--- src/include/sro_pkg.sv ---
// Package for the serial and converter signal routing option bank.
// Assumes a 32-bit APB slave port and combinational routing muxes downstream.
package sro_pkg;

    // Register byte offsets
    localparam logic [15:0] OPT5_OFFSET = 16'h1010;
    localparam logic [15:0] OPT7_OFFSET = 16'h1018;

    // Field positions, serial port routing options
    localparam int P2_ODE_BIT   = 18;
    localparam int P1_ODE_BIT   = 17;
    localparam int P0_ODE_BIT   = 16;
    localparam int P1_RX_BIT    = 6;
    localparam int P1_TX_LSB    = 4;
    localparam int P0_RX_BIT    = 2;
    localparam int P0_TX_LSB    = 0;

    // Field positions, converter trigger options
    localparam int ALT_EN_BIT   = 7;
    localparam int PRE_SEL_BIT  = 4;
    localparam int TRG_SEL_LSB  = 0;
    localparam int TRG_SEL_W    = 4;

    // Writable bits; all others read zero
    localparam logic [31:0] OPT5_WR_MASK = 32'h0007_0077;
    localparam logic [31:0] OPT7_WR_MASK = 32'h0000_009F;

    // Alternate converter trigger codes
    localparam logic [3:0] TRG_EXT       = 4'h0;
    localparam logic [3:0] TRG_ANALOG_COMPARATOR_0      = 4'h1;
    localparam logic [3:0] TRG_PIT0      = 4'h4;
    localparam logic [3:0] TRG_PIT1      = 4'h5;
    localparam logic [3:0] TRG_TMR0_OVF  = 4'h8;
    localparam logic [3:0] TRG_TMR1_OVF  = 4'h9;
    localparam logic [3:0] TRG_TMR2_OVF  = 4'hA;
    localparam logic [3:0] TRG_UNLISTED  = 4'hB;
    localparam logic [3:0] TRG_RTC_ALARM = 4'hC;
    localparam logic [3:0] TRG_RTC_SEC   = 4'hD;
    localparam logic [3:0] TRG_LPTMR     = 4'hE;

    typedef enum logic [1:0] {
        TX_PLAIN    = 2'h0,
        TX_TIMER_1  = 2'h1,
        TX_TIMER_2  = 2'h2,
        TX_RESERVED = 2'h3
    } sro_tx_src_t;

    typedef struct packed {
        logic        port2_open_drain_enable;
        logic        port1_open_drain_enable;
        logic        port0_open_drain_enable;
        logic        port1_receive_source;
        sro_tx_src_t port1_transmit_source;
        logic        port0_receive_source;
        sro_tx_src_t port0_transmit_source;
    } sro_opt5_t;

    typedef struct packed {
        logic       converter_alt_trigger_enable;
        logic       converter_pretrigger_select;
        logic [3:0] converter_trigger_select;
    } sro_opt7_t;

    typedef struct packed {
        logic ext;
        logic analog_comparator_0;
        logic pit0;
        logic pit1;
        logic tmr0_ovf;
        logic tmr1_ovf;
        logic tmr2_ovf;
        logic rtc_alarm;
        logic rtc_seconds;
        logic lptmr;
    } sro_trig_src_t;

    typedef struct packed {
        logic        psel;
        logic        penable;
        logic        pwrite;
        logic [15:0] paddr;
        logic [31:0] pwdata;
        logic [3:0]  pstrb;
    } sro_apb_req_t;

    typedef struct packed {
        logic [31:0] prdata;
        logic        pready;
        logic        pslverr;
    } sro_apb_rsp_t;

    localparam sro_opt5_t OPT5_RESET = '0;
    localparam sro_opt7_t OPT7_RESET = '0;

endpackage : sro_pkg

--- src/rtl/sro_tx_mux.sv ---
// Transmit source mux for one serial port.
// Assumes timer outputs and transmit data are levels in the clock domain.
`timescale 1ns/100ps
module sro_tx_mux (
    // Clock for checks
    input  wire logic              clock,
    input  wire logic              arst_n,
    // Selection
    input  wire sro_pkg::sro_tx_src_t sel,
    // Sources
    input  wire logic              tx_in,
    input  wire logic              timer_1_ch0,
    input  wire logic              timer_2_ch0,
    // Routed output
    output logic                   tx_out
);

    always_comb
    begin
        unique case (sel)
            sro_pkg::TX_PLAIN:    tx_out = tx_in;
            sro_pkg::TX_TIMER_1:  tx_out = tx_in & timer_1_ch0;
            sro_pkg::TX_TIMER_2:  tx_out = tx_in & timer_2_ch0;
            sro_pkg::TX_RESERVED: tx_out = tx_in;
        endcase
    end
endmodule : sro_tx_mux

--- src/rtl/sro_trig_mux.sv ---
// Converter trigger and pre-trigger routing.
// Assumes trigger sources stay live in stop modes; no path here uses a clock.
`timescale 1ns/100ps
module sro_trig_mux (
    // Clock for checks
    input  wire logic                  clock,
    input  wire logic                  arst_n,
    // Selection
    input  wire sro_pkg::sro_opt7_t    opt,
    // Sources
    input  wire sro_pkg::sro_trig_src_t src,
    input  wire logic                  timer_1_ch0,
    input  wire logic                  timer_1_ch1,
    // Converter triggers A and B
    output logic                       conv_trig_a,
    output logic                       conv_trig_b
);

    function automatic logic pick(input logic [3:0] sel, input sro_pkg::sro_trig_src_t s);
        logic r;
        r = 1'b0;
        unique case (sel)
            sro_pkg::TRG_EXT:       r = s.ext;
            sro_pkg::TRG_ANALOG_COMPARATOR_0:      r = s.analog_comparator_0;
            sro_pkg::TRG_PIT0:      r = s.pit0;
            sro_pkg::TRG_PIT1:      r = s.pit1;
            sro_pkg::TRG_TMR0_OVF:  r = s.tmr0_ovf;
            sro_pkg::TRG_TMR1_OVF:  r = s.tmr1_ovf;
            sro_pkg::TRG_TMR2_OVF:  r = s.tmr2_ovf;
            sro_pkg::TRG_RTC_ALARM: r = s.rtc_alarm;
            sro_pkg::TRG_RTC_SEC:   r = s.rtc_seconds;
            sro_pkg::TRG_LPTMR:     r = s.lptmr;
            default:                r = 1'b0;
        endcase
        return r;
    endfunction : pick

    logic alt_trig;

    // Purely combinational so routing survives a stopped bus clock
    always_comb
    begin
        alt_trig = pick(opt.converter_trigger_select, src);
        if (opt.converter_alt_trigger_enable)
        begin
            conv_trig_a = alt_trig & ~opt.converter_pretrigger_select;
            conv_trig_b = alt_trig & opt.converter_pretrigger_select;
        end
        else
        begin
            conv_trig_a = timer_1_ch0;
            conv_trig_b = timer_1_ch1;
        end
    end
endmodule : sro_trig_mux

--- src/rtl/sro_top.sv ---
// Signal routing option bank: two APB registers steering serial, timer,
// comparator and converter muxes. Assumes a 32-bit APB4 master on clock.
//
// Local design decision: the APB interface to the registers.
`timescale 1ns/100ps
module sro_top (
    // Clock and reset
    input  wire logic                   clock,
    input  wire logic                   arst_n,
    // APB slave
    input  wire sro_pkg::sro_apb_req_t  apb_req,
    output sro_pkg::sro_apb_rsp_t       apb_rsp,
    // Open-drain enables to the serial ports
    output logic                        port0_open_drain_enable,
    output logic                        port1_open_drain_enable,
    output logic                        port2_open_drain_enable,
    // Receive routing
    input  wire logic                   port0_rx_pin,
    input  wire logic                   port1_rx_pin,
    output logic                        port0_rx_data,
    output logic                        port1_rx_data,
    // Transmit routing
    input  wire logic                   port0_tx_data,
    input  wire logic                   port1_tx_data,
    output logic                        port0_tx_pin,
    output logic                        port1_tx_pin,
    // Timer and comparator sources
    input  wire logic                   timer_1_ch0,
    input  wire logic                   timer_1_ch1,
    input  wire logic                   timer_2_ch0,
    input  wire logic                   analog_comparator_0_out,
    // Alternate converter trigger sources
    input  wire sro_pkg::sro_trig_src_t trig_src,
    // Converter triggers
    output logic                        conv_trig_a,
    output logic                        conv_trig_b
);

    sro_pkg::sro_opt5_t opt5_q;
    sro_pkg::sro_opt5_t opt5_d;
    sro_pkg::sro_opt7_t opt7_q;
    sro_pkg::sro_opt7_t opt7_d;
    logic [31:0]        prdata_q;
    logic [31:0]        prdata_d;
    logic               pslverr_q;
    logic               pslverr_d;

    logic               setup;
    logic               access;
    logic               hit5;
    logic               hit7;

    assign setup  = apb_req.psel && !apb_req.penable;
    assign access = apb_req.psel && apb_req.penable;
    assign hit5   = apb_req.paddr == sro_pkg::OPT5_OFFSET;
    assign hit7   = apb_req.paddr == sro_pkg::OPT7_OFFSET;

    function automatic logic [31:0] opt5_to_word(input sro_pkg::sro_opt5_t s);
        logic [31:0] w;
        w = '0;
        w[sro_pkg::P2_ODE_BIT]     = s.port2_open_drain_enable;
        w[sro_pkg::P1_ODE_BIT]     = s.port1_open_drain_enable;
        w[sro_pkg::P0_ODE_BIT]     = s.port0_open_drain_enable;
        w[sro_pkg::P1_RX_BIT]      = s.port1_receive_source;
        w[sro_pkg::P1_TX_LSB +: 2] = s.port1_transmit_source;
        w[sro_pkg::P0_RX_BIT]      = s.port0_receive_source;
        w[sro_pkg::P0_TX_LSB +: 2] = s.port0_transmit_source;
        return w;
    endfunction : opt5_to_word

    function automatic sro_pkg::sro_opt5_t word_to_opt5(input logic [31:0] w);
        sro_pkg::sro_opt5_t s;
        s.port2_open_drain_enable = w[sro_pkg::P2_ODE_BIT];
        s.port1_open_drain_enable = w[sro_pkg::P1_ODE_BIT];
        s.port0_open_drain_enable = w[sro_pkg::P0_ODE_BIT];
        s.port1_receive_source    = w[sro_pkg::P1_RX_BIT];
        s.port1_transmit_source   = sro_pkg::sro_tx_src_t'(w[sro_pkg::P1_TX_LSB +: 2]);
        s.port0_receive_source    = w[sro_pkg::P0_RX_BIT];
        s.port0_transmit_source   = sro_pkg::sro_tx_src_t'(w[sro_pkg::P0_TX_LSB +: 2]);
        return s;
    endfunction : word_to_opt5

    function automatic logic [31:0] opt7_to_word(input sro_pkg::sro_opt7_t s);
        logic [31:0] w;
        w = '0;
        w[sro_pkg::ALT_EN_BIT]                         = s.converter_alt_trigger_enable;
        w[sro_pkg::PRE_SEL_BIT]                        = s.converter_pretrigger_select;
        w[sro_pkg::TRG_SEL_LSB +: sro_pkg::TRG_SEL_W]  = s.converter_trigger_select;
        return w;
    endfunction : opt7_to_word

    function automatic sro_pkg::sro_opt7_t word_to_opt7(input logic [31:0] w);
        sro_pkg::sro_opt7_t s;
        s.converter_alt_trigger_enable = w[sro_pkg::ALT_EN_BIT];
        s.converter_pretrigger_select  = w[sro_pkg::PRE_SEL_BIT];
        s.converter_trigger_select     = w[sro_pkg::TRG_SEL_LSB +: sro_pkg::TRG_SEL_W];
        return s;
    endfunction : word_to_opt7

    // Byte-lane merge of a write into an old word
    function automatic logic [31:0] merge_strb(input logic [31:0] old, input logic [31:0] wdata,
                                               input logic [3:0] strb);
        logic [31:0] r;
        r = old;
        for (int i = 0; i < 4; i++)
        begin
            if (strb[i])
            begin
                r[8*i +: 8] = wdata[8*i +: 8];
            end
        end
        return r;
    endfunction : merge_strb

    // Register next state; read data and error are latched in the setup phase
    always_comb
    begin
        opt5_d    = opt5_q;
        opt7_d    = opt7_q;
        prdata_d  = prdata_q;
        pslverr_d = pslverr_q;
        if (setup)
        begin
            pslverr_d = !(hit5 || hit7);
            if (apb_req.pwrite)
            begin
                prdata_d = '0;
            end
            else if (hit5)
            begin
                prdata_d = opt5_to_word(opt5_q);
            end
            else if (hit7)
            begin
                prdata_d = opt7_to_word(opt7_q);
            end
            else
            begin
                prdata_d = '0;
            end
        end
        if (access && apb_req.pwrite && hit5)
        begin
            // Only defined fields are extracted, reserved bits drop out
            opt5_d = word_to_opt5(merge_strb(opt5_to_word(opt5_q),
                                             apb_req.pwdata, apb_req.pstrb));
        end
        if (access && apb_req.pwrite && hit7)
        begin
            opt7_d = word_to_opt7(merge_strb(opt7_to_word(opt7_q),
                                             apb_req.pwdata, apb_req.pstrb));
        end
    end

    always_ff @(posedge clock or negedge arst_n)
    begin
        if (!arst_n)
        begin
            opt5_q    <= sro_pkg::OPT5_RESET;
            opt7_q    <= sro_pkg::OPT7_RESET;
            prdata_q  <= '0;
            pslverr_q <= 1'b0;
        end
        else
        begin
            opt5_q    <= opt5_d;
            opt7_q    <= opt7_d;
            prdata_q  <= prdata_d;
            pslverr_q <= pslverr_d;
        end
    end

    // Zero-wait slave
    always_comb
    begin
        apb_rsp.prdata  = prdata_q;
        apb_rsp.pready  = 1'b1;
        apb_rsp.pslverr = pslverr_q;
    end

    // Open-drain enables straight from the register
    assign port2_open_drain_enable = opt5_q.port2_open_drain_enable;
    assign port1_open_drain_enable = opt5_q.port1_open_drain_enable;
    assign port0_open_drain_enable = opt5_q.port0_open_drain_enable;

    // Receive source muxes
    always_comb
    begin
        port1_rx_data = opt5_q.port1_receive_source ? analog_comparator_0_out : port1_rx_pin;
        port0_rx_data = opt5_q.port0_receive_source ? analog_comparator_0_out : port0_rx_pin;
    end

    sro_tx_mux u_tx0 (
        .clock       (clock),
        .arst_n      (arst_n),
        .sel         (opt5_q.port0_transmit_source),
        .tx_in       (port0_tx_data),
        .timer_1_ch0 (timer_1_ch0),
        .timer_2_ch0 (timer_2_ch0),
        .tx_out      (port0_tx_pin)
    );

    sro_tx_mux u_tx1 (
        .clock       (clock),
        .arst_n      (arst_n),
        .sel         (opt5_q.port1_transmit_source),
        .tx_in       (port1_tx_data),
        .timer_1_ch0 (timer_1_ch0),
        .timer_2_ch0 (timer_2_ch0),
        .tx_out      (port1_tx_pin)
    );

    sro_trig_mux u_trig (
        .clock       (clock),
        .arst_n      (arst_n),
        .opt         (opt7_q),
        .src         (trig_src),
        .timer_1_ch0 (timer_1_ch0),
        .timer_1_ch1 (timer_1_ch1),
        .conv_trig_a (conv_trig_a),
        .conv_trig_b (conv_trig_b)
    );
endmodule : sro_top

--- config.mk ---
export PLATFORM = sky130hd
export DESIGN_NAME = sro_top
export DESIGN_NICKNAME = d
export VERILOG_FILES = /design/src/include/sro_pkg.sv /design/src/rtl/sro_tx_mux.sv /design/src/rtl/sro_trig_mux.sv /design/src/rtl/sro_top.sv
export SDC_FILE = /design/constraint.sdc
export NUM_CORES = 1
export LEC_CHECK = 0
export ABC_AREA = 1
export BUFFER_PORTS_ARGS = -buffer_cell sky130_fd_sc_hd__buf_4
export CELL_PAD_IN_SITES_DETAIL_PLACEMENT = 1
export CELL_PAD_IN_SITES_GLOBAL_PLACEMENT = 1
export CORE_ASPECT_RATIO = 1.25
export CORE_MARGIN = 2
export CORE_UTILIZATION = 28
export CTS_CLUSTER_DIAMETER = 120
export DETAILED_ROUTE_END_ITERATION = 12
export MAX_ROUTING_LAYER = met4
export PLACE_DENSITY = 0.83
export SLEW_MARGIN = 40
export SYNTH_ARGS = -nofsm -noshare
export SYNTH_HDL_FRONTEND = slang
export SYNTH_SLANG_ARGS = --single-unit
--- constraint.sdc ---
create_clock -name clock -period 1.3 [get_ports clock]
set_input_delay 0.195 -clock clock [delete_from_list [all_inputs] [get_ports clock]]
set_output_delay 0.195 -clock clock [all_outputs]
set_load 0.02 [all_outputs]
==> metrics.txt, run 1 <==
status=finished with violations; failing checks=negative setup slack; Layout Utilization=41.7%; Post-synth ARST share=100%; Die Area=0.00734 mm2; Wirelength per Cell=13.1 um; reg-to-reg slack, setup=0.23 ns; DR vias/cell=4.41; startpoint types=flop; clock network fraction of total power=29.0%; Die W=77.1 um; FF+latch count, synth=27; Setup TNS=-1.23 ns; root buf cell=clkbuf_8; dpl hpwl=4540 um; critical path required time=1.11 ns; IO Port Bufs=72; top cell type's share of synthesized area=36.2%; Tmin final=1.66 ns; Initial Util=28.6%; total core area=0.00652 mm2; largest cells by area after synthesis=dfrtp_1 36%, nand2_1 16%, buf_4 9.2%; synthesized instance count=255; clk sinks=27; Hold Fails Final Rpt=0; GR Util met1=17.8%; routed wire length=5730 um; # H-tree levels=1; total clock buffers created by CTS=3; Die Ht=95.3 um; largest net degree at the start of global routing=28; Slew Viols, Final=0; crit path to=conv_trig_a; clock-pin slew on the worst setup and hold paths=0.10 ns; via count=1,925; Synth top cells by count=78 x nand2_1, 33 x inv_1, 27 x dfrtp_1; crit path capture type=primary output; row count=33; synthesized area per cell=7.33 um2; vias in the first global route=1,983; hold slack=0.156 ns; Worst Skew=0.00622 ns; gr ovfl total=0; first-pass GRT wire length=9320 um; initial antenna violation count=0; combinational power share=21.3%; Post-Place Cell Area=0.00253 mm2; GRT Total Usage=16.2%; post-route ant nets=0; Area Growth Syn to Fin=45.7%; Max IR drop VDD=372 uV; # IOs=118; final setup fails=6; Hold Path Class=in -> reg; post-route cell area=0.00272 mm2; final worst-path cycle share=128%; Max-Cap Viols=0; met2 Use GR=31.5%; CTS tree=done; register share of total power=49.7%; share of layout cells above drive strength 1=42.0%; Synth Flop Type=dfrtp_1; busiest grt layer=met2; fill count=857; WS Path Type=reg -> out; Yosys warning count=0; Critical Path Start=opt7_q[0]; worst reg2reg path depth=6; leading area contributor after synthesis=dfrtp_1; # diodes=0; Sw Ratio=28.5%; Placed Cells=426; met3 Usage GRT=1.89%; CP max FO=3; post-synth cell types=23; RSZ-0062 raised after global routing=yes; Cell Pwr Density=625 mW/mm2; P_sw=485 uW; worst skew pair latency=0.27 ns; Setup WS pre-CTS=-0.116 ns; R2R Path End=prdata_q[1]; drt pass-1 iters=4; Internal=1.22 mW; Finished Layout Cells=437; RePlAce Congestion=0.766; Post-layout nets=428; total power=1.70 mW; Syn Std Cell Area=0.00187 mm2; DRC=0; number of enable flip-flop cells after synthesis=0; Lkg Pwr=1.48 nW; Final WS setup=-0.363 ns; initial drt markers=78; most frequent cell after synthesis=nand2_1; maximum root-to-sink buffer count=2; Seq/Total Area, Yosys=36.2%; r2r startpoint=opt5_q[1]; maximum clock rate=601 MHz; arrival time at the worst endpoint=1.47 ns
## worst max-delay path, cell delays in order (launching register included)
cell and delay, ns:
dfrtp_2 0.45, inv_2 0.10, buf_4 0.11, nand3_1 0.07
nand3_1 0.07, nand2_1 0.06, nand3_2 0.08, nand2_1 0.06
nand2_1 0.08, buf_6 0.12
## per-layer routing
| layer | routed length [um] | part of all wire, % |
|---|---|---|
| met1 | 2210 | 39 |
| met2 | 3260 | 57 |
| met3 | 220 | 3.8 |
| met4 | 32 | 0.56 |
| met5 | 0 | 0 |
## state kept, by name, summed over array words and instances, names as in the netlist
name,flops
port2_open_drain_enable,1
port0_open_drain_enable,1
port1_open_drain_enable,1
prdata_q,11
opt5_q,6
pslverr_q,1
opt7_q,6
## cell usage in the layout, fill, tap and decap left out, types with 3 or more instances in the layout
cell      count
buf_6         5
nand3_1      12
inv_1        29
nand4_1      18
conb_1       22
buf_4        90
inv_2         7
dfrtp_1      24
nor2_1       11
dfrtp_2       3
o21ai_1       8
nor2_2        9
o21ai_2       6
clkbuf_8      3
nand2_1      76
nor2_4        5
nand2_2       8
## power groups by stage
stage / logic [mW] / clock network (mW) / registers [mW]
after floorplan: 0.214 / 0 / 0.861
after global placement: 0.343 / 0 / 0.861
after detailed placement: 0.353 / 0 / 0.862
after CTS: 0.363 / 0.503 / 0.845
after global routing: 0.400 / 0.546 / 0.846
final: 0.363 / 0.494 / 0.845
## repair_timing
action                                  CTS  global route
pin swaps                                 5            11
gates resized for setup                  17             8
endpoints found under the hold margin    27             0
setup buffers                             5             1
endpoints found under the setup margin    6             6
hold buffers                              1             0
## worst min-delay path by stage
| stage | from | endpoint | depth (start not counted) | slack [ns] |
|---|---|---|---|---|
| finish | apb_req[21] | port1_open_drain_enable | 3 | 0.16 |
| global route | apb_req[21] | port1_open_drain_enable | 3 | 0.15 |
| CTS | apb_req[21] | port1_open_drain_enable | 3 | 0.16 |
| detailed placement | arst_n | prdata_q[17] | 1 | 0.14 |
| global placement | arst_n | prdata_q[6] | 1 | 0.13 |
| floorplan | arst_n | opt5_q[0] | 0 | -0.10 |
## layout make-up
class                      count  area [um2]  share of cell area (%)
multi-input combinational    187        1010                    37.1
timing repair buffer          96         742                    27.3
sequential                    27         679                    25.0
inverter                      36         135                    4.97
tap                           87         109                    4.00
clock buffer                   3        41.3                    1.52
clock inverter                 1        5.00                   0.184
## kinds of logic after synthesis
| family | share of synthesized area (%) |
|---|---|
| mux | 1.21 |
| simple gates | 37.3 |
| fa+ha+maj | 1.34 |
| other cells | 0.402 |
| compound gates | 6.30 |
| flops | 36.2 |
| buf+inv | 17.3 |
Power figures use the tool's default switching activity.
==> run 2, diff against run 1 <==
--- a/config.mk
+++ b/config.mk
@@ -7,16 +7,15 @@
 export LEC_CHECK = 0
 export ABC_AREA = 1
 export BUFFER_PORTS_ARGS = -buffer_cell sky130_fd_sc_hd__buf_4
-export CELL_PAD_IN_SITES_DETAIL_PLACEMENT = 1
-export CELL_PAD_IN_SITES_GLOBAL_PLACEMENT = 1
 export CORE_ASPECT_RATIO = 1.25
 export CORE_MARGIN = 2
-export CORE_UTILIZATION = 28
+export CORE_UTILIZATION = 43
 export CTS_CLUSTER_DIAMETER = 120
 export DETAILED_ROUTE_END_ITERATION = 12
 export MAX_ROUTING_LAYER = met4
-export PLACE_DENSITY = 0.83
+export PLACE_DENSITY = 0.85
 export SLEW_MARGIN = 40
 export SYNTH_ARGS = -nofsm -noshare
 export SYNTH_HDL_FRONTEND = slang
 export SYNTH_SLANG_ARGS = --single-unit
+export TNS_END_PERCENT = 10
==> run 2 against run 1 <==
The run still ends with negative setup slack left; first-iteration DRC count shrank 54%; die area down 33%; clock skew down 0.0012 ns; cell count fell by 8.7%; cell area decreased by 4.0%; global-route usage is 3.8 points higher; sequential cell count did not move; combinational power fell by 1%; routed wire length is 20% lower; sequential power about the same; count of clock-buffer cells in the layout did not move.
==> metrics.txt, run 2 (synthesized netlist as in run 1, its figures left out) <==
Slew Viols, Final=0 (unchanged); commonest non-fill, non-tap cells in the layout=82 x buf_4, 77 x nand2_1, 32 x inv_1, 26 x dfrtp_1, 22 x conb_1; total core area=0.00413 mm2 (-37%); gr ovfl total=0 (unchanged); RePlAce Congestion=0.867 (+13%); post-route cell area=0.00261 mm2 (-4.0%); DR vias/cell=4.81 (+9.2%); CTS tree=done; root buf cell=clkbuf_8; initial antenna violation count=0 (unchanged); post-route ant nets=0 (unchanged); clk sinks=27 (unchanged); # diodes=0 (unchanged); IO Port Bufs=72 (unchanged); Post-layout nets=421 (-1.6%); critical path required time=1.11 ns (about the same); Lkg Pwr=1.46 nW (-1.9%); r2r startpoint=opt7_q[1]; Internal=1.21 mW (-0.11%); RSZ-0062 raised after global routing=yes; Wirelength per Cell=11.4 um (-13%); arrival time at the worst endpoint=1.44 ns (-0.03 ns); startpoint types=flop; hold path depth=3 (unchanged); combinational power share=21.4% (about the same); Cell Pwr Density=640 mW/mm2 (+2.3%); Critical Path Start=opt7_q[1]; reg-to-reg slack, setup=0.20 ns (-0.03 ns); Finished Layout Cells=399 (-8.7%); DRC=0 (unchanged); hold slack=0.161 ns (+0.00480 ns); Initial Util=45.2% (+17 points); sequential cell area=677 um2 (-0.37%); GRT Total Usage=20.0% (+3.8 points); Max-Cap Viols=0 (unchanged); drt pass-1 iters=4 (unchanged); Hold Fails Final Rpt=0 (unchanged); Hold Path Class=in -> reg; Die W=63.0 um (-18%); share of layout cells above drive strength 1=38.5% (-3.5 points); maximum root-to-sink buffer count=2 (unchanged); status=finished with violations; Placed Cells=393 (-7.7%); Setup TNS=-1.16 ns (+0.0716 ns); Area Growth Syn to Fin=39.9%; Die Area=0.00489 mm2 (-33%); Final WS setup=-0.336 ns (+0.0267 ns); total clock buffers created by CTS=3 (unchanged); row count=26 (-21%); Sw Ratio=27.4% (-1.2 points); Regs by FF count=prdata_q: 11 flops, opt5_q: 6 flops, opt7_q: 6 flops; register with the most flip-flops=prdata_q; Hold Path Sink=port2_open_drain_enable; most common cell after layout, fill and taps aside=buf_4; Tmin final=1.64 ns (-0.0267 ns); WS Path Type=reg -> out; CP max FO=4 (+1); R2R Path End=prdata_q[1]; worst skew pair latency=0.27 ns (about the same); Largest register FFs=11 (unchanged); dpl hpwl=3770 um (-17%); register share of total power=50.5% (+0.8 points); Post-Place Cell Area=0.00249 mm2 (-1.6%); final worst-path cycle share=126% (-2.1 points); crit path capture type=primary output; failing checks=negative setup slack; via count=1,919 (-0.31%); final setup fails=6 (unchanged); worst reg2reg path depth=6 (unchanged); Worst Skew=0.00503 ns (-0.00119 ns); first-pass GRT wire length=7850 um (-16%); initial drt markers=36 (-54%); routed wire length=4570 um (-20%); area of the multi-input gates=983 um2 (-2.6%); vias in the first global route=1,945 (-1.9%); Max IR drop VDD=621 uV (+67%); # IOs=118 (unchanged); P_sw=457 uW (-5.8%); total power=1.67 mW (-1.7%); largest net degree at the start of global routing=28 (unchanged); maximum clock rate=611 MHz (+1.6%); # H-tree levels=1 (unchanged); HP Start=apb_req[22]; clock-pin slew on the worst setup and hold paths=0.09 ns (about the same); clock network fraction of total power=28.1% (-0.9 points); fill count=375 (-56%); Die Ht=77.7 um (-18%)
run 2: cell count changes in the layout (fill, tap and decap cells not counted), sizes merged:
cell,previous run,this run
buf,95,88
run 2: how the worst max path moves through the flow:
stage	slack [ns]	end
after floorplan	-0.08	port1_tx_pin
after global placement	-0.03	conv_trig_a
after detailed placement	-0.05	conv_trig_a
after CTS	-0.29	conv_trig_a
after global routing	-0.41	conv_trig_b
final	-0.34	conv_trig_b
run 2: power by group through the flow:
stage	clock (mW)	combinational [mW]	sequential [mW]
2_1_floorplan	0	0.213	0.861
3_3_place_gp	0	0.338	0.861
3_5_place_dp	0	0.345	0.861
4_1_cts	0.483	0.357	0.845
5_1_grt	0.518	0.390	0.845
6_report	0.470	0.358	0.845
run 2: metrics by stage:
| step | setup WS, ns | utilization, % |
|---|---|---|
| floorplan | -0.0769 | - |
| global placement | -0.0296 | 60.3 |
| detailed placement | -0.0459 | 60.3 |
| CTS | -0.293 | 62.7 |
| global route | -0.405 | 63.3 |
| finish | -0.336 | 63.3 |
run 2: cell type report:
type	instances	area share (%)
clock buffers	3	1.58
clock inverters	1	0.191
well taps	56	2.68
multi-input cells	187	37.6
flip-flops and latches	27	25.9
inverters	36	5.17
repair buffers	89	26.9
run 2: what timing repair did:
action | CTS | global route
gates resized for setup | 11 | 7
hold buffers | 1 | 0
setup endpoints to repair | 6 | 6
setup buffers | 1 | 0
endpoints found under the hold margin | 27 | 0
pin swaps | 2 | 3
run 2: metal layers:
metal | vias to the layer above | global-route usage [%] | routed length (um)
li1 | 938 | - | -
met1 | 887 | 20.5 | 1650
met2 | 78 | 37.7 | 2500
met3 | 16 | 2.90 | 253
met4 | 0 | 8.22 | 162
met5 | - | - | 0
run 2: worst max-delay path, cell delays in order (launching register included):
cell and delay, ns:
dfrtp_2 0.47, buf_6 0.14, nand3_1 0.07, nand3_1 0.08, nand2_1 0.08, nand3_2 0.09
nand2_1 0.06, nand2_1 0.06, buf_6 0.13
